`src/shared/capture_tuning_pkg.sv`:
```
// Package: register map, field positions, reset values and timing counts for the capture tuning registers
package capture_tuning_pkg;

   // ==========================================================
   // Register word indices; offsets are not all multiples of four, so the byte address is four times the index
   localparam logic [7:0]  IDX_TUNING_A      = 8'h2d;
   localparam logic [7:0]  IDX_TUNING_B      = 8'h2e;
   localparam logic [7:0]  IDX_SYNC_FILTER   = 8'h34;
   localparam logic [7:0]  IDX_OSC_GEAR      = 8'h36;
   localparam logic [7:0]  IDX_GAIN_CTRL     = 8'h3c;
   localparam logic [7:0]  IDX_GAIN_INTERVAL = 8'h40;
   localparam logic [7:0]  IDX_GAIN_STATUS   = 8'h41;
   localparam logic [7:0]  IDX_GAIN_VALUE    = 8'h42;

   // ==========================================================
   // Field positions
   localparam int          FILTER_EN_BIT     = 2;
   localparam int          GEAR_LOW_BIT      = 0;
   localparam int          GAIN_HOLD_BIT     = 3;
   localparam int          GAIN_EN_MSB       = 2;
   localparam int          GAIN_TEST_MSB     = 7;
   localparam int          GAIN_TEST_LSB     = 4;

   // ==========================================================
   // Encodings and reset values
   localparam logic [2:0]  GAIN_EN_OFF       = 3'h0;
   localparam logic [2:0]  GAIN_EN_ON        = 3'h6;
   localparam logic [7:0]  RST_TUNING_A      = 8'h00;
   localparam logic [7:0]  RST_TUNING_B      = 8'h00;
   localparam logic [7:0]  RST_SYNC_FILTER   = 8'h00;
   localparam logic [7:0]  RST_OSC_GEAR      = 8'h00;
   localparam logic [7:0]  RST_GAIN_CTRL     = 8'h00;
   localparam logic [7:0]  RST_GAIN_INTERVAL = 8'h40;
   localparam logic [7:0]  RST_GAIN_VALUE    = 8'h80;

   // ==========================================================
   // Timing
   localparam int          CLK_PERIOD_NS     = 40;
   localparam int          FILTER_MIN_NS     = 250;
   // Least width rounds up to whole cycles
   localparam int          FILTER_CYCLES     = (FILTER_MIN_NS + CLK_PERIOD_NS - 1) / CLK_PERIOD_NS;
   localparam int          SETTLE_UPDATES    = 10;

   // AHB transfer encodings
   localparam logic [1:0]  HTRANS_NONSEQ     = 2'h2;

endpackage : capture_tuning_pkg

```
`src/shared/gain_ctrl_if.sv`:
```
// Interface: controls and state passed between register file and gain matching engine
interface gain_ctrl_if;
   logic       enable;
   logic       run;
   logic [7:0] interval;
   logic       hsync_edge;
   logic [7:0] gain_value;
   logic [3:0] updates;
   logic       settled;

   modport regs   (output enable, output run, output interval, output hsync_edge,
                   input gain_value, input updates, input settled);
   modport engine (input enable, input run, input interval, input hsync_edge,
                   output gain_value, output updates, output settled);
endinterface : gain_ctrl_if

```
`src/logic/capture_tuning_config_regs.sv`:
```
// Module: capture front-end tuning and gain matching configuration registers on AHB-Lite
// Functional notes
// RULE_01: Software writes the first tuning register with 0xe8; it reads back what was written.
// RULE_02: Software writes the second tuning register with 0xe0; it reads back what was written.
// RULE_03: With the filter enable bit set, green sync pulses under 250 ns do not reach the clock loop; it resets to 0.
// RULE_04: Gear select 0 gives the normal oscillator range, 1 selects the lower range.
// RULE_05: Software keeps the upper four bits of the gain control register at zero.
// RULE_06: With the hold bit at 1, gains update on every update interval.
// RULE_07: With the hold bit at 0, updates stop and the last gains are kept.
// RULE_08: The hold bit reads 0 after reset.
// RULE_09: Enable field 000 disables gain matching and 110 enables it.
// RULE_10: One-time calibration is enable, set hold, wait to settle, then clear hold.
// RULE_11: Gains reach their final values within ten updates once updates begin.
// RULE_12: A one-time calibration is repeated after power-up and each mode change.
// RULE_13: Continuous updating is recommended to follow drift.
// RULE_14: The update interval is a programmable count of horizontal syncs, one update per expiry.
//
// Decided for this implementation: the AHB-Lite register port.
module capture_tuning_config_regs (
   input  wire logic        mclk,
   input  wire logic        reset_n,
   input  wire logic        clk_en,
   input  wire logic        hsel,
   input  wire logic [31:0] haddr,
   input  wire logic [1:0]  htrans,
   input  wire logic        hwrite,
   input  wire logic [2:0]  hsize,
   input  wire logic [31:0] hwdata,
   input  wire logic        hready,
   output logic [31:0]      hrdata,
   output logic             hreadyout,
   output logic             hresp,
   input  wire logic        green_channel_sync,
   input  wire logic        hsync_in,
   input  wire logic [7:0]  gain_target,
   output logic             green_sync_out,
   output logic             oscillator_low_range_sel,
   output logic             green_sync_pulse_filter_en,
   output logic [7:0]       gain_value
);

   // ==========================================================
   // Register storage
   logic [7:0]  tuning_a_q,   tuning_a_d;
   logic [7:0]  tuning_b_q,   tuning_b_d;
   logic [7:0]  filt_ctrl_q,  filt_ctrl_d;
   logic [7:0]  gear_ctrl_q,  gear_ctrl_d;
   logic [7:0]  gain_ctrl_q,  gain_ctrl_d;
   logic [7:0]  interval_q,   interval_d;
   logic        wr_pend_q,    wr_pend_d;
   logic [7:0]  wr_addr_q,    wr_addr_d;
   logic [31:0] hrdata_q,     hrdata_d;
   logic        gear_out_q,   gear_out_d;
   logic        filt_out_q,   filt_out_d;
   logic [7:0]  gain_out_q,   gain_out_d;

   // Pin synchronisers and sync filter state
   logic        gs_meta_q, gs_sync_q, gs_prev_q;
   logic        hs_meta_q, hs_sync_q, hs_prev_q;
   logic [3:0]  pulse_cnt_q,  pulse_cnt_d;
   logic        gs_out_q,     gs_out_d;

   gain_ctrl_if gctl ();

   // Register index decode: the word index is haddr[9:2]
   // Each register owns one aligned word; the low and upper address bits are ignored
   // Unmapped indices read as zero and swallow writes
   function automatic logic [31:0] read_mux(input logic [7:0] a, input logic [7:0] ta, input logic [7:0] tb,
                                            input logic [7:0] fc, input logic [7:0] gc, input logic [7:0] ac,
                                            input logic [7:0] iv, input logic [7:0] st, input logic [7:0] gv);
      read_mux = 32'h0000_0000;
      case (a)
         capture_tuning_pkg::IDX_TUNING_A:      read_mux = {24'h00_0000, ta}; // RULE_01
         capture_tuning_pkg::IDX_TUNING_B:      read_mux = {24'h00_0000, tb}; // RULE_02
         capture_tuning_pkg::IDX_SYNC_FILTER:   read_mux = {24'h00_0000, fc};
         capture_tuning_pkg::IDX_OSC_GEAR:      read_mux = {24'h00_0000, gc};
         capture_tuning_pkg::IDX_GAIN_CTRL:     read_mux = {24'h00_0000, ac}; // RULE_08
         capture_tuning_pkg::IDX_GAIN_INTERVAL: read_mux = {24'h00_0000, iv};
         capture_tuning_pkg::IDX_GAIN_STATUS:   read_mux = {24'h00_0000, st};
         capture_tuning_pkg::IDX_GAIN_VALUE:    read_mux = {24'h00_0000, gv};
         default:                               read_mux = 32'h0000_0000;
      endcase
   endfunction : read_mux

   // ==========================================================
   // Bus slave: capture address phase, write in the data phase, read data registered
   // A write lands at the end of its data phase, so a read whose address phase
   // overlaps that data phase still returns the old value
   always_comb begin
      logic take;
      logic [7:0] st;
      take        = 1'b0;
      st          = 8'h00;
      tuning_a_d  = tuning_a_q;
      tuning_b_d  = tuning_b_q;
      filt_ctrl_d = filt_ctrl_q;
      gear_ctrl_d = gear_ctrl_q;
      gain_ctrl_d = gain_ctrl_q;
      interval_d  = interval_q;
      wr_pend_d   = 1'b0;
      wr_addr_d   = wr_addr_q;
      hrdata_d    = hrdata_q;
      // Data phase of a pending write
      if (wr_pend_q) begin
         case (wr_addr_q)
            capture_tuning_pkg::IDX_TUNING_A:      tuning_a_d  = hwdata[7:0];   // RULE_01
            capture_tuning_pkg::IDX_TUNING_B:      tuning_b_d  = hwdata[7:0];   // RULE_02
            capture_tuning_pkg::IDX_SYNC_FILTER:   filt_ctrl_d = hwdata[7:0];
            capture_tuning_pkg::IDX_OSC_GEAR:      gear_ctrl_d = hwdata[7:0];
            capture_tuning_pkg::IDX_GAIN_CTRL:     gain_ctrl_d = hwdata[7:0];   // RULE_05
            capture_tuning_pkg::IDX_GAIN_INTERVAL: interval_d  = (hwdata[7:0] == 8'h00) ? 8'h01 : hwdata[7:0];
            default:                               wr_addr_d   = wr_addr_q;
         endcase
      end
      // Address phase
      take = hsel && hready && (htrans == capture_tuning_pkg::HTRANS_NONSEQ);
      if (take) begin
         wr_addr_d = haddr[9:2];
         wr_pend_d = hwrite;
         st = {2'h0, gctl.settled, gctl.updates >= 4'(capture_tuning_pkg::SETTLE_UPDATES), gctl.updates};
         hrdata_d = hwrite ? 32'h0000_0000
                    : read_mux(haddr[9:2], tuning_a_q, tuning_b_q, filt_ctrl_q, gear_ctrl_q,
                               gain_ctrl_q, interval_q, st, gctl.gain_value);
      end
   end

   // Register bus state
   always_ff @(posedge mclk or negedge reset_n) begin
      if (!reset_n) begin
         tuning_a_q  <= capture_tuning_pkg::RST_TUNING_A;
         tuning_b_q  <= capture_tuning_pkg::RST_TUNING_B;
         filt_ctrl_q <= capture_tuning_pkg::RST_SYNC_FILTER;      // RULE_03
         gear_ctrl_q <= capture_tuning_pkg::RST_OSC_GEAR;
         gain_ctrl_q <= capture_tuning_pkg::RST_GAIN_CTRL;        // RULE_08
         interval_q  <= capture_tuning_pkg::RST_GAIN_INTERVAL;
         wr_pend_q   <= 1'b0;
         wr_addr_q   <= 8'h00;
         hrdata_q    <= 32'h0000_0000;
      end else if (clk_en) begin
         tuning_a_q  <= tuning_a_d;
         tuning_b_q  <= tuning_b_d;
         filt_ctrl_q <= filt_ctrl_d;
         gear_ctrl_q <= gear_ctrl_d;
         gain_ctrl_q <= gain_ctrl_d;
         interval_q  <= interval_d;
         wr_pend_q   <= wr_pend_d;
         wr_addr_q   <= wr_addr_d;
         hrdata_q    <= hrdata_d;
      end
   end

   // Zero wait states, always OKAY
   assign hrdata    = hrdata_q;
   assign hreadyout = 1'b1;
   assign hresp     = 1'b0;

   // ==========================================================
   // Pin synchronisers, two flops each
   // Both pins are asynchronous to mclk; only the second flop reads the first
   always_ff @(posedge mclk or negedge reset_n) begin
      if (!reset_n) begin
         gs_meta_q <= 1'b0;
         gs_sync_q <= 1'b0;
         gs_prev_q <= 1'b0;
         hs_meta_q <= 1'b0;
         hs_sync_q <= 1'b0;
         hs_prev_q <= 1'b0;
      end else if (clk_en) begin
         gs_meta_q <= green_channel_sync;
         gs_sync_q <= gs_meta_q;
         gs_prev_q <= gs_sync_q;
         hs_meta_q <= hsync_in;
         hs_sync_q <= hs_meta_q;
         hs_prev_q <= hs_sync_q;
      end
   end

   // ==========================================================
   // Green sync pulse filter: a high pulse passes only after FILTER_CYCLES cycles of width
   // Glitches shorter than the threshold never reach the clock loop
   always_comb begin
      pulse_cnt_d = pulse_cnt_q;
      gs_out_d    = gs_out_q;
      if (!filt_ctrl_q[capture_tuning_pkg::FILTER_EN_BIT]) begin
         pulse_cnt_d = 4'h0;
         gs_out_d    = gs_sync_q;
      end else if (!gs_sync_q) begin
         pulse_cnt_d = 4'h0;
         gs_out_d    = 1'b0;
      end else if (pulse_cnt_q < 4'(capture_tuning_pkg::FILTER_CYCLES - 1)) begin
         pulse_cnt_d = pulse_cnt_q + 4'h1;                         // RULE_03
      end else begin
         gs_out_d    = 1'b1;                                       // RULE_03
      end
   end

   // Filter state and registered outputs
   always_ff @(posedge mclk or negedge reset_n) begin
      if (!reset_n) begin
         pulse_cnt_q <= 4'h0;
         gs_out_q    <= 1'b0;
         gear_out_q  <= 1'b0;
         filt_out_q  <= 1'b0;
         gain_out_q  <= capture_tuning_pkg::RST_GAIN_VALUE;
      end else if (clk_en) begin
         pulse_cnt_q <= pulse_cnt_d;
         gs_out_q    <= gs_out_d;
         gear_out_q  <= gear_out_d;
         filt_out_q  <= filt_out_d;
         gain_out_q  <= gain_out_d;
      end
   end

   // Output staging
   // Pins follow their control bits one cycle later so each output leaves a flop
   always_comb begin
      gear_out_d = gear_ctrl_q[capture_tuning_pkg::GEAR_LOW_BIT];    // RULE_04
      filt_out_d = filt_ctrl_q[capture_tuning_pkg::FILTER_EN_BIT];   // RULE_03
      gain_out_d = gctl.gain_value;
   end

   assign green_sync_out             = gs_out_q;
   assign oscillator_low_range_sel   = gear_out_q;
   assign green_sync_pulse_filter_en = filt_out_q;
   assign gain_value                 = gain_out_q;

   // ==========================================================
   // Gain matching engine controls
   // Enable codes other than 110 count as off
   assign gctl.enable     = (gain_ctrl_q[capture_tuning_pkg::GAIN_EN_MSB:0]
                             == capture_tuning_pkg::GAIN_EN_ON);                 // RULE_09
   assign gctl.run        = gain_ctrl_q[capture_tuning_pkg::GAIN_HOLD_BIT];      // RULE_06 RULE_07
   assign gctl.interval   = interval_q;                                          // RULE_14
   assign gctl.hsync_edge = hs_sync_q && !hs_prev_q;

   gain_match_engine u_engine (
      .mclk        (mclk),
      .reset_n     (reset_n),
      .clk_en      (clk_en),
      .gain_target (gain_target),
      .ctl         (gctl)
   );

endmodule : capture_tuning_config_regs

```
`src/logic/gain_match_engine.sv`:
```
// Module: automatic gain matching engine paced by horizontal sync pulses
module gain_match_engine (
   input  wire logic   mclk,
   input  wire logic   reset_n,
   input  wire logic   clk_en,
   input  wire logic [7:0] gain_target,
   gain_ctrl_if.engine ctl
);

   logic [7:0] hs_cnt_q,  hs_cnt_d;
   logic [7:0] gain_q,    gain_d;
   logic [3:0] upd_q,     upd_d;

   // Step current gain toward target, reaching it within SETTLE_UPDATES steps from any start
   function automatic logic [7:0] gain_step(input logic [7:0] cur, input logic [7:0] tgt);
      logic [7:0] diff;
      logic [7:0] step;
      diff = (tgt > cur) ? tgt - cur : cur - tgt;
      step = (diff > 8'h1a) ? 8'h1a : diff;
      gain_step = (tgt > cur) ? cur + step : cur - step;
   endfunction : gain_step

   // Interval counting and gain update decisions
   always_comb begin
      hs_cnt_d = hs_cnt_q;
      gain_d   = gain_q;
      upd_d    = upd_q;
      if (!ctl.enable || !ctl.run) begin
         hs_cnt_d = 8'h00;                                 // RULE_07
         if (!ctl.enable) begin
            upd_d = 4'h0;
         end
      end else if (ctl.hsync_edge) begin
         if (hs_cnt_q + 8'h01 >= ctl.interval) begin
            hs_cnt_d = 8'h00;                              // RULE_14
            gain_d   = gain_step(gain_q, gain_target);     // RULE_06 RULE_11
            if (upd_q != 4'hf) begin
               upd_d = upd_q + 4'h1;
            end
         end else begin
            hs_cnt_d = hs_cnt_q + 8'h01;
         end
      end
   end

   // Register state
   always_ff @(posedge mclk or negedge reset_n) begin
      if (!reset_n) begin
         hs_cnt_q <= 8'h00;
         gain_q   <= capture_tuning_pkg::RST_GAIN_VALUE;
         upd_q    <= 4'h0;
      end else if (clk_en) begin
         hs_cnt_q <= hs_cnt_d;
         gain_q   <= gain_d;
         upd_q    <= upd_d;
      end
   end

   assign ctl.gain_value = gain_q;
   assign ctl.updates    = upd_q;
   assign ctl.settled    = (gain_q == gain_target);

endmodule : gain_match_engine

```
`config.mk`:
```
export PLATFORM = sky130hd
export DESIGN_NAME = capture_tuning_config_regs
export DESIGN_NICKNAME = d
export VERILOG_FILES = /design/src/shared/capture_tuning_pkg.sv /design/src/shared/gain_ctrl_if.sv /design/src/logic/capture_tuning_config_regs.sv /design/src/logic/gain_match_engine.sv
export SDC_FILE = /design/constraint.sdc
export NUM_CORES = 1
export LEC_CHECK = 0
export ABC_CLOCK_PERIOD_IN_PS = 7500
export BUFFER_PORTS_ARGS = -buffer_cell sky130_fd_sc_hd__buf_2
export CELL_PAD_IN_SITES_DETAIL_PLACEMENT = 1
export CELL_PAD_IN_SITES_GLOBAL_PLACEMENT = 1
export CORE_ASPECT_RATIO = 1.75
export CORE_MARGIN = 4
export CORE_UTILIZATION = 43
export CTS_BUF_LIST = sky130_fd_sc_hd__clkbuf_16
export DETAILED_ROUTE_END_ITERATION = 7
export PLACE_DENSITY = 0.87
export SLEW_MARGIN = 20
export SYNTH_ARGS = -nofsm -noshare
export SYNTH_HDL_FRONTEND = slang
export SYNTH_SLANG_ARGS = --single-unit
```
`constraint.sdc`:
```
create_clock -name mclk -period 7.5 [get_ports mclk]
set_input_delay 0.75 -clock mclk [delete_from_list [all_inputs] [get_ports mclk]]
set_output_delay 0.75 -clock mclk [all_outputs]
set_load 0.02 [all_outputs]
```
== Yosys cells after proc, flatten, opt, wreduce, memory -nomap -nowiden ==
Index checks and enable logic that the tools add are counted.

* Add/sub/neg operators: 7
* Multiply operators: 0
* Divide/modulo/power cells: 0
* Order comparisons: 5
* Equal/unequal tests: 21
* Shift-type cells: 0
* Multiplexer cells: 21
* Bitwise gates (word level): 1
* Reductions and logical operators: 23

{| class="wikitable"
|+ Operator list
! cell !! number
|-
| $eq A8 B6 Y1 const B || 10
|-
| $pmux W8 S8 || 1
|-
| $mux W8 || 7
|-
| $eq A8 B7 Y1 const B || 4
|-
| $mux W32 || 1
|-
| $mux W4 || 8
|-
| $sub A8 B8 Y8 || 3
|-
| $reduce_and A3 Y1 || 6
|-
| $add A4 B1 Y4 const B || 2
|-
| $add A8 B1 Y8 const B || 1
|-
| $add A8 B8 Y8 || 1
|-
| $eq A8 B8 Y1 || 1
|-
| $ge A8 B8 Y1 || 1
|-
| $gt A8 B5 Y1 const B || 1
|-
| $gt A8 B8 Y1 || 1
|-
| $logic_not A8 Y1 || 1
|-
| $reduce_and A2 Y1 || 4
|-
| $reduce_bool A2 Y1 || 3
|-
| $reduce_and A5 Y1 || 1
|-
| $ge A4 B4 Y1 const B || 1
|-
| $lt A4 B3 Y1 const B || 1
|-
| $mux W1 || 4
|-
| $ne A4 B4 Y1 const B || 1
|-
| $reduce_and A4 Y1 || 1
|-
| 9 further kinds || 13
|}

* Bits in registers: 129
* Latch bits: 0
* Memory bits (writable): 0
* ROM bits: 0
* Memories: 0

== Logic depth before layout (Yosys ltp) ==
* Depth after elaboration: 6
* Gate-level depth with buffers: 25
* Mapped depth without buffers: 24

== Modules after synthesis ==
A second synthesis with hierarchy kept.

* Cells, all modules: 627
* Area total of the unflattened synthesis: 6487.5 µm²

{| class="wikitable"
|+ By module, submodules not included
! module !! times used !! cells each !! area an instance (µm²) !! sequential area each (µm²)
|-
| capture_tuning_config_regs || 1 || 348 || 4127.7 || 2129.5
|-
| gain_match_engine || 1 || 279 || 2359.8 || 501.7
|}

== Worst setup path after synthesis ==
No wires, ideal clock.

* Kind: input-to-reg
* Start: input port gain_target[3]
* End: register u_engine.gain_q[7] (netlist: u_engine.ctl.gain_value[7])
* Library setup time: 0.094 ns
* Data arrival time: 5.523 ns
* Required time: 7.406 ns
* Slack: 1.883 ns
* Stages: 23
* Path buffers: 1
* Path through: inv_1 > ha_1 > buf_2 > a21oi_1 > inv_1 > a221o_1 > a311oi_1 > or3_1 > nand4_1 > a31o_2 > or2_2 > ha_1 > o21ai_0 > ha_1 > nor2b_1 > o21ai_0 > a21boi_0 > o21ai_0 > nand2b_1 > a31oi_1 > nor4_1 > a21o_1 > or4_1

* Longest elaborated chain between the ends: 6
* Elaborated cells between the ends (all ways): 9
* Those cells by class: add/sub: 4; order compare: 2; mux: 3

{| class="wikitable"
|+ Ends and longest elaborated chain
! item !! line !! source
|-
| from (decl) || capture_tuning_config_regs.sv:35 || <nowiki>input wire logic [7:0] gain_target,</nowiki>
|-
| $sub A8 B8 Y8 or $gt A8 B8 Y1 (tied branches) || gain_match_engine.sv:18, gain_match_engine.sv:20 ||
|-
| $mux W8 || gain_match_engine.sv:18 || <nowiki>diff = (tgt > cur) ? tgt - cur : cur - tgt;</nowiki>
|-
| $gt A8 B5 Y1 || gain_match_engine.sv:19 || <nowiki>step = (diff > 8'h1a) ? 8'h1a : diff;</nowiki>
|-
| $mux W8 || gain_match_engine.sv:19 ||
|-
| $sub A8 B8 Y8 or $add A8 B8 Y8 (tied branches) || gain_match_engine.sv:20 || <nowiki>gain_step = (tgt > cur) ? cur + step : cur - step;</nowiki>
|-
| $mux W8 (*) || gain_match_engine.sv:20 ||
|-
| to (signal assigned) || gain_match_engine.sv:50 || <nowiki>gain_q <= capture_tuning_pkg::RST_GAIN_VALUE;</nowiki>
|-
| to (signal assigned) || gain_match_engine.sv:54 || <nowiki>gain_q <= gain_d;</nowiki>
|-
| to (decl) || gain_match_engine.sv:11 || <nowiki>logic [7:0] gain_q, gain_d;</nowiki>
|}

Every way passes the cells marked *; elsewhere a longest branch is shown, timed or not.
A chain may end at the register's enable or synchronous reset.

== Worst setup path after layout ==
* Start: register u_engine.gain_q[7] (netlist: u_engine.ctl.gain_value[7])
* End: register u_engine.gain_q[7] (netlist: u_engine.ctl.gain_value[7])

* Longest elaborated chain between the ends: 6
* Elaborated cells between the ends (all ways): 9
* Those cells by class: add/sub: 4; order compare: 2; mux: 3

{| class="wikitable"
|+ Ends and longest elaborated chain
! item !! line
|-
| $sub A8 B8 Y8 or $gt A8 B8 Y1 (tied branches) || gain_match_engine.sv:18, gain_match_engine.sv:20
|-
| $mux W8 || gain_match_engine.sv:18
|-
| $gt A8 B5 Y1 || gain_match_engine.sv:19
|-
| $mux W8 || gain_match_engine.sv:19
|-
| $sub A8 B8 Y8 or $add A8 B8 Y8 (tied branches) || gain_match_engine.sv:20
|-
| $mux W8 (*) || gain_match_engine.sv:20
|}

Marks and branches as above.

==> impl_table.tex <==
\begin{tabular}{lr}
\hline
Metric & Value \\
\hline
\multicolumn{2}{l}{\textbf{Finish}} \\
\quad Layout Utilization & 48.3\% \\
\quad Area growth syn-to-layout & 10.3\% \\
\quad Highest-count cells in the layout ignoring fill and taps & sky130\_fd\_sc\_hd\_\_dfrtp\_1 (102), sky130\_fd\_sc\_hd\_\_mux2\_2 (69), sky130\_fd\_sc\_hd\_\_buf\_2 (51) \\
\quad Share of post-route cells with drive strength above 1 & 23.5\% \\
\quad Fin area & 0.00694 mm\^{}2 \\
\quad Number of diodes added for antenna fixing & 0 \\
\quad Leading cell type in the layout, fill and taps excluded & sky130\_fd\_sc\_hd\_\_dfrtp\_1 \\
\quad Nets@finish & 778 \\
\quad Non-filler cells in the finished layout & 840 \\
\multicolumn{2}{l}{\textbf{Place}} \\
\quad HPWL after detailed placement & 13100 um \\
\quad Routability congestion estimate from global placement & 0.828 \\
\quad Total of buffers placed on input and output ports & 52 \\
\quad Post-Place Setup Slack & 0.542 ns \\
\quad Placed insts & 824 \\
\quad Placed Area & 0.00664 mm\^{}2 \\
\multicolumn{2}{l}{\textbf{Clock tree}} \\
\quad H-tree lvl count & 3 \\
\quad CTS max path bufs & 2 \\
\quad CTS-repair resized insts & 0 \\
\quad Clock transition at the registers of the reported paths & 0.07 ns \\
\quad CTS hold repair buffers & 0 \\
\quad Total clock buffers created by CTS & 9 \\
\quad TritonCTS clock tree & done \\
\quad Sinks on Clock Net & 105 \\
\quad CTS root buffer & sky130\_fd\_sc\_hd\_\_clkbuf\_16 \\
\quad Worst skew pair latency & 0.35 ns \\
\quad Post-CTS setup-driven buffer insertion count & 0 \\
\multicolumn{2}{l}{\textbf{Timing}} \\
\quad Final max-slew violation count & 0 \\
\quad Worst setup skew after layout & 0.00872 ns \\
\quad Unrepaired setup endpoints after global routing & no \\
\quad Highest Clock Rate & 149 MHz \\
\quad Final worst path period need & 6.72 ns \\
\quad Final worst-path cycle share & 89.6\% \\
\quad Worst hold slack & 0.391 ns \\
\quad Total negative slack & 0 ns \\
\quad Count of final hold-check violations & 0 \\
\quad Relative slew margins & 28.5\% \\
\quad Measured slew at the worst slew-check pin & 1.06 ns \\
\quad PnR worst setup slack & 0.782 ns \\
\quad Setup violations, final & 0 \\
\multicolumn{2}{l}{\textbf{Global route}} \\
\quad Maximum number of pins on one net before global-route repair & 62 \\
\quad Via count of the first global-routing pass & 5568 \\
\quad Overflow left after global routing & 0 \\
\quad First-pass GRT wire length & 28200 um \\
\quad Antenna violations before repair & 0 \\
\quad Overall Global Routing Usage & 21.3\% \\
\multicolumn{2}{l}{\textbf{Synth}} \\
\quad Flip-flop and latch count after synthesis & 105 \\
\quad Number of synthesized flops with an enable pin & 0 \\
\quad Primary flip-flop cell chosen by synthesis mapping & sky130\_fd\_sc\_hd\_\_dfrtp\_1 \\
\quad Mapped Area & 0.00629 mm\^{}2 \\
\quad Number of synthesis warnings & 0 \\
\quad Number of distinct library cells after synthesis & 60 \\
\quad Share of synthesized area occupied by flip-flops and latches & 41.8\% \\
\quad Gate count of the mapped netlist & 606 \\
\quad Mean instance size in the synthesized netlist & 10.4 um\^{}2 \\
\quad Fraction of synthesis flops using an asynchronous set or reset pin & 100\% \\
\multicolumn{2}{l}{\textbf{Worst hold path}} \\
\quad Class of the worst hold path & input pin to async pin \\
\multicolumn{2}{l}{\textbf{Critical path}} \\
\quad Endpoint required time on the critical path & 7.77 ns \\
\quad Kind of critical path & flop to flop \\
\quad Arrival @ worst endpoint & 6.99 ns \\
\quad Nature of the critical path endpoint & flop \\
\quad Startpoint kind of the worst setup timing path & flop \\
\quad Max FO, Critical Path & 15 \\
\multicolumn{2}{l}{\textbf{Drt}} \\
\quad TritonRoute pass-1 iters & 4 \\
\quad Remaining routing DRC violations & 0 \\
\quad Total Wirelength & 17100 um \\
\quad Initial DRC count & 145 \\
\quad Antenna violation net count after detailed routing & 0 \\
\quad Vias & 4808 \\
\quad Wire length per cell & 20.4 um \\
\quad Post-DR vias/cell & 5.72 \\
\multicolumn{2}{l}{\textbf{Floorplan}} \\
\quad Height of the die & 168 um \\
\quad Area of the die & 0.0167 mm\^{}2 \\
\quad Number of placement rows & 58 \\
\quad Starting Density & 43.8\% \\
\quad DIE WIDTH & 99.4 um \\
\quad Area of the placeable core & 0.0144 mm\^{}2 \\
\quad Top-level I/O count & 130 \\
\multicolumn{2}{l}{\textbf{Flow run}} \\
\quad Maxcap violations & 0 \\
\multicolumn{2}{l}{\textbf{Power and ir drop}} \\
\quad Total power of the final layout & 1.21 mW \\
\quad PwrDens & 175 mW/mm\^{}2 \\
\quad Leak pwr & 3.36 nW \\
\quad Maximum ir drop on the vdd rail & 0.000168 V \\
\multicolumn{2}{l}{\textbf{Outcome}} \\
\quad Result of the run & finished clean \\
\hline
\end{tabular}
-- logic make-up after synthesis --
logic type	synth area share [%]
flops	41.8
fa+ha+maj	7.92
mux	16.2
other cells	0.119
buf+inv	6.69
xor+xnor	2.65
simple gates	11.6
compound gates	13.1
-- cell type report --
| type | instances | area, um^2 |
|---|---|---|
| clock buffer | 9 | 225 |
| timing repair buffer | 59 | 315 |
| tap | 180 | 225 |
| clock inverter | 7 | 68.8 |
| sequential | 105 | 2630 |
| fill | 1618 | 7430 |
| multi-input combinational | 442 | 3330 |
| inverter | 38 | 143 |
-- metal layers --
metal,vias up,track usage [%],wire length (um)
met5,-,0,0
met4,0,9.51,586
met3,47,3.19,518
met2,114,41.8,10000
met1,2443,21.6,5980
li1,2204,-,-
-- cell usage after synthesis, drive strengths merged, types with 12 or more instances --
| library cell | count | share of area (%) |
|---|---|---|
| mux2i | 24 | 3.8 |
| inv | 38 | 2.3 |
| o21ai | 30 | 2.4 |
| ha | 35 | 7.0 |
| nor2 | 28 | 1.7 |
| a21oi | 22 | 1.8 |
| dfrtp | 102 | 41 |
| mux2 | 69 | 12 |
| clkbuf | 13 | 0.80 |
| a22o | 13 | 1.8 |
| nand2 | 46 | 2.7 |
| a21o | 12 | 1.4 |
| buf | 32 | 3.6 |
-- critical path, stage by stage, from the launching register on --
cell	delay [ns]
sky130_fd_sc_hd__dfstp_2	0.63
sky130_fd_sc_hd__inv_1	0.12
sky130_fd_sc_hd__ha_1	0.39
sky130_fd_sc_hd__nand2_1	0.07
sky130_fd_sc_hd__o21ai_0	0.45
sky130_fd_sc_hd__o21a_1	0.61
sky130_fd_sc_hd__mux2i_1	0.28
sky130_fd_sc_hd__xnor2_1	0.14
sky130_fd_sc_hd__nand4_1	0.30
sky130_fd_sc_hd__a31o_2	0.38
sky130_fd_sc_hd__or2_2	0.31
sky130_fd_sc_hd__ha_1	0.28
sky130_fd_sc_hd__o21ai_0	0.36
sky130_fd_sc_hd__ha_1	0.31
sky130_fd_sc_hd__nor2b_1	0.13
sky130_fd_sc_hd__o21ai_0	0.20
sky130_fd_sc_hd__a21boi_0	0.16
sky130_fd_sc_hd__o21ai_0	0.17
sky130_fd_sc_hd__nand2b_1	0.11
sky130_fd_sc_hd__a31oi_1	0.39
sky130_fd_sc_hd__nor4_1	0.09
sky130_fd_sc_hd__a21o_1	0.21
sky130_fd_sc_hd__or4_1	0.52
-- final timing paths --
path / startpoint / end / slack (ns) / depth (start not counted)
min reg2reg: hrdata[4]$_DFFE_PN0P_ / hrdata[4]$_DFFE_PN0P_ / 0.48 / 2
max: u_engine.ctl.gain_value[7]$_DFFE_PN1P_ / u_engine.ctl.gain_value[7]$_DFFE_PN1P_ / 0.78 / 22
min in group mclk: hrdata[4]$_DFFE_PN0P_ / hrdata[4]$_DFFE_PN0P_ / 0.48 / 2
max reg2reg: u_engine.ctl.gain_value[7]$_DFFE_PN1P_ / u_engine.ctl.gain_value[7]$_DFFE_PN1P_ / 0.78 / 22
min: reset_n / pulse_cnt_q[2]$_DFFE_PN0P_ / 0.39 / 1
max in group asynchronous: reset_n / gctl.interval[7]$_DFFE_PN0P_ / 5.92 / 2
-- where the power goes --
part           total (mW)  leakage, nW  switching, mW  internal [mW]
clock network       0.479        0.153          0.220          0.259
registers           0.598         1.36         0.0142          0.583
logic               0.136         1.85         0.0859         0.0498
-- state kept, by name, summed over array words and instances, names as in the netlist, 4 cells and up --
name,cells
tuning_b_q,8
u_engine.ctl.updates,4
gctl.interval,8
u_engine.ctl.gain_value,8
pulse_cnt_q,4
gain_value,8
u_engine.hs_cnt_q,8
filt_ctrl_q,8
wr_addr_q,8
hrdata,8
tuning_a_q,8
gear_ctrl_q,8
gain_ctrl_q,8
Power figures use the tool's default switching activity.
